==> config.mk <==
export PLATFORM = sky130hd
export DESIGN_NAME = icr_regs
export DESIGN_NICKNAME = d
export VERILOG_FILES = /design/src/design/icr_pkg.sv /design/src/design/icr_ctl_store.sv /design/src/design/icr_regs.sv
export SDC_FILE = /design/constraint.sdc
export NUM_CORES = 1
export LEC_CHECK = 0
export ABC_AREA = 0
export BUFFER_PORTS_ARGS = -buffer_cell sky130_fd_sc_hd__buf_4
export CORE_MARGIN = 4
export CORE_UTILIZATION = 37
export DETAILED_ROUTE_END_ITERATION = 7
export PLACE_DENSITY = 0.95
export SYNTH_ARGS = -nofsm -noshare
export SYNTH_HDL_FRONTEND = slang
export SYNTH_SLANG_ARGS = --single-unit
==> constraint.sdc <==
create_clock -name MCLK -period 3.5 [get_ports MCLK]
set_input_delay 0.7 -clock MCLK [delete_from_list [all_inputs] [get_ports MCLK]]
set_output_delay 0.7 -clock MCLK [all_outputs]
set_load 0.02 [all_outputs]
==> src/design/icr_pkg.sv <==
`default_nettype none
package icr_pkg;
   localparam logic [1:0] EL0 = 2'h0;
   localparam logic [1:0] EL1 = 2'h1;
   localparam logic [1:0] EL2 = 2'h2;
   localparam logic [1:0] EL3 = 2'h3;
   // Encoding fields op0, op1, CRn, CRm, op2
   localparam logic [1:0] ENC_OP0 = 2'h3;
   localparam logic [3:0] ENC_CRN = 4'hC;
   localparam logic [2:0] VTR_OP1 = 3'h4;
   localparam logic [3:0] VTR_CRM = 4'hB;
   localparam logic [2:0] VTR_OP2 = 3'h1;
   localparam logic [2:0] CTL_OP1 = 3'h6;
   localparam logic [3:0] CTL_CRM = 4'hC;
   localparam logic [2:0] CTL_OP2 = 3'h4;
   // Type register fields
   localparam logic [2:0] VTR_PRIORITY_WIDTH = 3'h4;
   localparam logic [2:0] VTR_PREEMPTION_WIDTH = 3'h4;
   localparam logic [2:0] VTR_IDENTIFIER_WIDTH = 3'h0;
   localparam logic VTR_SYS_ERROR_IRQ_SUPPORT = 1'h0;
   localparam logic VTR_AFFINITY3_VALID = 1'h1;
   localparam logic VTR_NO_DIRECT_INJECTION = 1'h0;
   localparam logic VTR_DEACTIVATE_TRAP_SUPPORT = 1'h1;
   localparam logic VTR_DIRECT_VIRQ_MASK_SUPPORT = 1'h0;
   localparam logic [4:0] VTR_LIST_REGISTER_COUNT = 5'h03;
   localparam int VTR_PRI_POS = 29;
   localparam int VTR_PRE_POS = 26;
   localparam int VTR_ID_POS = 23;
   localparam int VTR_SYS_ERROR_IRQ_SUPPORT_POS = 22;
   localparam int VTR_A3_POS = 21;
   localparam int VTR_NDI_POS = 20;
   localparam int VTR_TDS_POS = 19;
   localparam int VTR_DVM_POS = 18;
   localparam int VTR_LR_POS = 0;
   // Control register fields
   localparam logic CTL_EXTENDED_ID_RANGE = 1'h1;
   localparam logic CTL_RANGE_SELECTOR_SUPPORT = 1'h0;
   localparam logic CTL_SECURITY_DISABLE_UNSUPPORTED = 1'h1;
   localparam logic CTL_AFFINITY3_VALID = 1'h1;
   localparam logic CTL_SYS_ERROR_IRQ_SUPPORT = 1'h0;
   localparam logic [2:0] CTL_IDENTIFIER_WIDTH = 3'h0;
   localparam logic [2:0] CTL_PRIORITY_WIDTH = 3'h4;
   localparam int CTL_EXT_POS = 19;
   localparam int CTL_RSS_POS = 18;
   localparam int CTL_NDS_POS = 17;
   localparam int CTL_A3_POS = 15;
   localparam int CTL_SYS_ERROR_IRQ_SUPPORT_POS = 14;
   localparam int CTL_ID_POS = 11;
   localparam int CTL_PRI_POS = 8;
   localparam int CTL_PRIORITY_MASK_HINT_ENABLE_POS = 6;
   localparam int CTL_EOI_NS_POS = 4;
   localparam int CTL_EOI_S_POS = 3;
   localparam int CTL_EOI_TOP_POS = 2;
   localparam int CTL_CBP_NS_POS = 1;
   localparam int CTL_CBP_S_POS = 0;
   localparam logic CTL_PRIORITY_MASK_HINT_ENABLE_RESET = 1'h0;
   // Writable mode bits reset to a defined zero
   localparam logic [4:0] CTL_MODE_RESET = 5'h00;
   typedef enum logic [1:0] {
      ICR_IDLE = 2'b00,
      ICR_DONE = 2'b01,
      ICR_FAULT = 2'b11
   } icr_state_t;
endpackage
`default_nettype wire

==> src/design/icr_ctl_store.sv <==
`default_nettype none
module icr_ctl_store
   import icr_pkg::*;
(
   input wire logic clk,
   input wire logic rst,
   input wire logic ce,
   input wire logic wr_en,
   input wire logic [63:0] wr_data,
   output logic priority_mask_hint_enable_q,
   output logic [4:0] mode_q
);
   // =========================================
   // Writable control bits
   // Hint enable reset
   always_ff @(posedge clk) begin
      if (rst) begin
         priority_mask_hint_enable_q <= CTL_PRIORITY_MASK_HINT_ENABLE_RESET;
      end else if (ce && wr_en) begin
         priority_mask_hint_enable_q <= wr_data[CTL_PRIORITY_MASK_HINT_ENABLE_POS];
      end
   end

   always_ff @(posedge clk) begin
      if (rst) begin
         mode_q <= CTL_MODE_RESET;
      end else if (ce && wr_en) begin
         mode_q <= wr_data[4:0];
      end
   end
endmodule
`default_nettype wire

==> src/design/icr_regs.sv <==
`default_nettype none
module icr_regs
   import icr_pkg::*;
(
   input wire logic MCLK,
   input wire logic SRST,
   input wire logic CE,
   input wire logic EL2_PRESENT,
   input wire logic REQ,
   input wire logic REQ_WRITE,
   input wire logic [1:0] REQ_EL,
   input wire logic [1:0] REQ_OP0,
   input wire logic [2:0] REQ_OP1,
   input wire logic [3:0] REQ_CRN,
   input wire logic [3:0] REQ_CRM,
   input wire logic [2:0] REQ_OP2,
   input wire logic [63:0] REQ_WDATA,
   output logic ACK,
   output logic UNDEF,
   output logic [63:0] RDATA,
   output logic PRIORITY_MASK_HINT_ENABLE,
   output logic EOI_MODE_NONSECURE_LOW,
   output logic EOI_MODE_SECURE_LOW,
   output logic EOI_MODE_TOP,
   output logic COMMON_BINPOINT_NONSECURE,
   output logic COMMON_BINPOINT_SECURE
);
   logic hit_vtr;
   logic hit_ctl;
   logic vtr_ok;
   logic ctl_ok;
   logic ctl_wr;
   logic priority_mask_hint_enable_q;
   logic [4:0] mode_q;
   logic [63:0] vtr_val;
   logic [63:0] ctl_val;
   logic [63:0] rdata_d;
   logic undef_d;
   icr_state_t state_q;

   // =========================================
   // Decode
   assign hit_vtr = (REQ_OP0 == ENC_OP0) && (REQ_OP1 == VTR_OP1) && (REQ_CRN == ENC_CRN)
                    && (REQ_CRM == VTR_CRM) && (REQ_OP2 == VTR_OP2);
   assign hit_ctl = (REQ_OP0 == ENC_OP0) && (REQ_OP1 == CTL_OP1) && (REQ_CRN == ENC_CRN)
                    && (REQ_CRM == CTL_CRM) && (REQ_OP2 == CTL_OP2);
   // Type register read only from levels 2 and 3; control register read and write from level 3 only
   assign vtr_ok = hit_vtr && !REQ_WRITE && ((REQ_EL == EL2) || (REQ_EL == EL3));
   assign ctl_ok = hit_ctl && (REQ_EL == EL3);
   assign ctl_wr = REQ && ctl_ok && REQ_WRITE;

   icr_ctl_store u_store (
      .clk(MCLK),
      .rst(SRST),
      .ce(CE),
      .wr_en(ctl_wr),
      .wr_data(REQ_WDATA),
      .priority_mask_hint_enable_q(priority_mask_hint_enable_q),
      .mode_q(mode_q)
   );

   // =========================================
   // Read values
   always_comb begin
      vtr_val = 64'h0000000000000000;
      if (EL2_PRESENT) begin
         vtr_val[VTR_PRI_POS +: 3] = VTR_PRIORITY_WIDTH;
         vtr_val[VTR_PRE_POS +: 3] = VTR_PREEMPTION_WIDTH;
         vtr_val[VTR_ID_POS +: 3] = VTR_IDENTIFIER_WIDTH;
         vtr_val[VTR_SYS_ERROR_IRQ_SUPPORT_POS] = VTR_SYS_ERROR_IRQ_SUPPORT;
         vtr_val[VTR_A3_POS] = VTR_AFFINITY3_VALID;
         vtr_val[VTR_NDI_POS] = VTR_NO_DIRECT_INJECTION;
         vtr_val[VTR_TDS_POS] = VTR_DEACTIVATE_TRAP_SUPPORT;
         vtr_val[VTR_DVM_POS] = VTR_DIRECT_VIRQ_MASK_SUPPORT;
         vtr_val[VTR_LR_POS +: 5] = VTR_LIST_REGISTER_COUNT;
      end else begin
         vtr_val[VTR_NDI_POS] = 1'h1;
      end
   end

   always_comb begin
      ctl_val = 64'h0000000000000000;
      ctl_val[CTL_EXT_POS] = CTL_EXTENDED_ID_RANGE;
      ctl_val[CTL_RSS_POS] = CTL_RANGE_SELECTOR_SUPPORT;
      ctl_val[CTL_NDS_POS] = CTL_SECURITY_DISABLE_UNSUPPORTED;
      ctl_val[CTL_A3_POS] = CTL_AFFINITY3_VALID;
      ctl_val[CTL_SYS_ERROR_IRQ_SUPPORT_POS] = CTL_SYS_ERROR_IRQ_SUPPORT;
      ctl_val[CTL_ID_POS +: 3] = CTL_IDENTIFIER_WIDTH;
      ctl_val[CTL_PRI_POS +: 3] = CTL_PRIORITY_WIDTH;
      ctl_val[CTL_PRIORITY_MASK_HINT_ENABLE_POS] = priority_mask_hint_enable_q;
      ctl_val[4:0] = mode_q;
   end

   always_comb begin
      rdata_d = 64'h0000000000000000;
      undef_d = 1'b0;
      if (vtr_ok) begin
         rdata_d = vtr_val;
      end else if (ctl_ok && !REQ_WRITE) begin
         rdata_d = ctl_val;
      end else if (!ctl_ok) begin
         undef_d = 1'b1;
      end
   end

   // =========================================
   // Answer, one cycle after the request
   always_ff @(posedge MCLK) begin
      if (SRST) begin
         state_q <= ICR_IDLE;
      end else if (CE) begin
         if (REQ) begin
            state_q <= undef_d ? ICR_FAULT : ICR_DONE;
         end else begin
            state_q <= ICR_IDLE;
         end
      end
   end

   always_ff @(posedge MCLK) begin
      if (SRST) begin
         ACK <= 1'b0;
         UNDEF <= 1'b0;
         RDATA <= 64'h0000000000000000;
      end else if (CE) begin
         ACK <= REQ;
         UNDEF <= REQ && undef_d;
         RDATA <= REQ ? rdata_d : 64'h0000000000000000;
      end
   end

   // Mode outputs are registered copies of the store flops, one cycle behind
   always_ff @(posedge MCLK) begin
      if (SRST) begin
         PRIORITY_MASK_HINT_ENABLE <= CTL_PRIORITY_MASK_HINT_ENABLE_RESET;
         EOI_MODE_NONSECURE_LOW <= 1'b0;
         EOI_MODE_SECURE_LOW <= 1'b0;
         EOI_MODE_TOP <= 1'b0;
         COMMON_BINPOINT_NONSECURE <= 1'b0;
         COMMON_BINPOINT_SECURE <= 1'b0;
      end else if (CE) begin
         PRIORITY_MASK_HINT_ENABLE <= priority_mask_hint_enable_q;
         EOI_MODE_NONSECURE_LOW <= mode_q[CTL_EOI_NS_POS];
         EOI_MODE_SECURE_LOW <= mode_q[CTL_EOI_S_POS];
         EOI_MODE_TOP <= mode_q[CTL_EOI_TOP_POS];
         COMMON_BINPOINT_NONSECURE <= mode_q[CTL_CBP_NS_POS];
         COMMON_BINPOINT_SECURE <= mode_q[CTL_CBP_S_POS];
      end
   end
endmodule
`default_nettype wire

==> impl_metrics.tcl <==
set metrics [dict create \
    synthCells 172 \
    io_pins 160 \
    hold_path_class "register to register" \
    antenna_cells 0 \
    hold_depth 2 \
    cp_data_arrival_time_ns 2.39 \
    finClkSkew_ns 0.00272 \
    setup-violations-final 0 \
    tightest_slew_ns 0.858 \
    clock_latency_ns 0.26 \
    grt-ovfl-total 0 \
    max-clock-path-buffers 2 \
    grt_max_degree 26 \
    die_h_um 70.1 \
    grt_usage_pct 12.5 \
    htree_num_levels 1 \
    die_width_um 70.1 \
    crit_type "primary input to register" \
    fmax_mhz 456 \
    ys_warn_count 0 \
    drt_iter0_drc 30 \
    synth.avg_cell_area_um2 8.31 \
    r2r-start "UNDEF" \
    ir_worst_vdd_mv 0.133 \
    crit_required_ns 3.70 \
    cp-endpoint "RDATA[19]" \
    period_share_pct 62.7 \
    nets 303 \
    endpoint_kind "register" \
    cts_setup_buffers 0 \
    synth-seq-cells 24 \
    routed_wl_um 3150 \
    crit_slowest_cell "nor4_1" \
    wl_per_cell_um 12.0 \
    start_kind "primary input" \
    p_leak_nw 0.778 \
    cts_hold_repair.buffers 0 \
    portBuffers 51 \
    slew_viol_final 0 \
    fp.coreArea_mm2 0.00369 \
    comb_power_share_pct 17.3 \
    nFillCells 393 \
    dr_total_vias 1132 \
    critPathLaunch "REQ_CRM[2]" \
    remaining_drc_errors 0 \
    antenna_found_initial 0 \
    via_per_inst 4.32 \
    finalSetupTns_ns 0 \
    clockPowerShare_pct 32.7 \
    hold_viol 0 \
    rr_endpoint "UNDEF" \
    reg2regPathDepth 2 \
    grt_pass1_wl_um 5020 \
    numClockSinks 24 \
    rrSetupSlack_ns 2.57 \
    seqPwrFrac_pct 50.1 \
    tritoncts "done" \
    async_flop_share_pct 0 \
    cts-root-buf "clkbuf_8" \
    p_sw_uw 147 \
    crit_chain "buf_4 -> or4b_1 -> nor4_1 -> o21ai_0 -> a21oi_1" \
    routabilityCongestion 0.712 \
    clk_pin_slew_ns 0.08 \
    drive_gt1_share_pct 28.0 \
    dp_hpwl_um 2530 \
    syn-cell-area_mm2 0.00143 \
    switching_share_pct 26.8 \
    area_growth_pct 17.3 \
    start_util_pct 38.7 \
    cts_resized 0 \
    max_cap_viol_count 0 \
    drt_pass1_iterations 4 \
    cts_buffers 3 \
    min_period_ns 2.19 \
    ys_types 29 \
    p_int_uw 402 \
    status "complete, no violations" \
    seq_area_frac_synth_pct 33.6 \
    synthFlopType "dfxtp_1" \
    multi_input_area_um2 687 \
    postRouteAntennaNets 0 \
    die-area_mm2 0.00492 \
    rows 22 \
    grt_pass1_vias 1100 \
    utilization_pct 45.5 \
    crit_fanout 4 \
    power_density_mw_per_mm2 327 \
    max-slew-margin-rel_pct 42.3 \
    synth-edff-count 0 \
    critPathMaxStageDelay_ns 0.73 \
    seq_area_um2 480 \
    power_uw 549 \
    rsz0062_at_grt "no" \
]
## cell families (layout without fill, tap and decap cells)
logic type | count (synthesis) | in the layout | share of synthesized area (%)
other | 1 | 50 | 0.262
flip-flops | 24 | 24 | 33.6
buffers and inverters | 64 | 57 | 31.2
multiplexers | 6 | 6 | 4.20
AO/OA/AOI/OAI | 28 | 28 | 10.5
AND/OR/NAND/NOR | 49 | 49 | 20.2
## worst min-delay path by stage
| stage | startpoint | endpoint | slack (ns) |
|---|---|---|---|
| floorplan | u_store.mode_q[2] | RDATA[2] | 0.46 |
| global placement | RDATA[0] | RDATA[0] | 0.44 |
| detailed placement | RDATA[0] | RDATA[0] | 0.46 |
| CTS | RDATA[2] | RDATA[2] | 0.47 |
| global route | RDATA[4] | RDATA[4] | 0.50 |
| finish | RDATA[0] | RDATA[0] | 0.47 |
## worst max-delay path, delay by kind of cell
kind | cells | cell delay [ns]
AND/OR/NAND/NOR | 2 | 1.26
AO/OA/AOI/OAI | 2 | 0.32
buffers and inverters | 1 | 0.11
## sequential cells by signal, indices dropped and copies added (netlist names)
signal,count
EOI_MODE_SECURE_LOW,1
EOI_MODE_TOP,1
UNDEF,1
COMMON_BINPOINT_SECURE,1
EOI_MODE_NONSECURE_LOW,1
RDATA,10
u_store.priority_mask_hint_enable_q,1
u_store.mode_q,5
COMMON_BINPOINT_NONSECURE,1
ACK,1
PRIORITY_MASK_HINT_ENABLE,1
## cells in the mapped netlist (2+ instances only)
library cell,n,area (µm²)
clkbuf_1,7,26.3
nand3_1,11,55.1
nor2b_1,2,12.5
o21ai_0,9,45.0
nand2_1,4,15.0
a21oi_1,16,80.1
nand4_1,2,12.5
buf_2,2,10.0
and4b_1,2,20.0
nor2_1,10,37.5
mux2i_1,6,60.1
buf_4,54,405
dfxtp_1,24,480
nand2b_1,8,50.1
## placed cells by master (no fill, tap or decap)
cell and count:
buf_4 52, conb_1 50, dfxtp_1 24, a21oi_1 16
nand3_1 11, nor2_1 10, o21ai_0 9, nand2b_1 8
mux2i_1 6, nand2_1 4, clkbuf_8 4, and4b_1 2
nand4_1 2, nor2b_1 2, or3_4 1, nand4b_1 1
nor4_2 1, or4_1 1, and4_1 1, or4b_1 1
or3_1 1, a2111oi_0 1, or3b_2 1, o31ai_1 1
inv_1 1, nor4_1 1, o31a_1 1, nor2_2 1
## stage by stage
stage,instances,setup WS (ns),hold WS [ns],instance area [µm²]
after floorplan,221,1.31,0.457,1610
after detailed placement,258,1.10,0.458,1620
after global routing,262,1.12,0.500,1680
after global placement,258,1.13,0.440,1620
final,262,1.31,0.471,1680
after CTS,262,1.36,0.473,1680
## power by group through the flow
stage / Clock [mW] / Combinational [mW] / Sequential [mW]
6_report: 0.179 / 0.0948 / 0.275
5_1_grt: 0.201 / 0.102 / 0.275
4_1_cts: 0.188 / 0.0937 / 0.275
3_5_place_dp: 0 / 0.0938 / 0.281
3_3_place_gp: 0 / 0.0929 / 0.281
2_1_floorplan: 0 / 0.105 / 0.283
## cell type report
type	instances	share of cell area, %
Multi-Input combinational cell	133	41.0
Sequential cell	24	28.7
Timing Repair Buffer	52	23.3
Tap cell	48	3.58
Clock buffer	4	3.28
Inverter	1	0.224
## layer usage
layer | vias to the layer above | track usage, % | share of wire [%]
li1 | 558 | - | -
met1 | 502 | 15.1 | 38
met2 | 68 | 20.8 | 50
met3 | 4 | 2.45 | 10
met4 | 0 | 6.38 | 1.7
met5 | - | 0 | 0
Note: power is estimated with default switching activity, not from simulation.
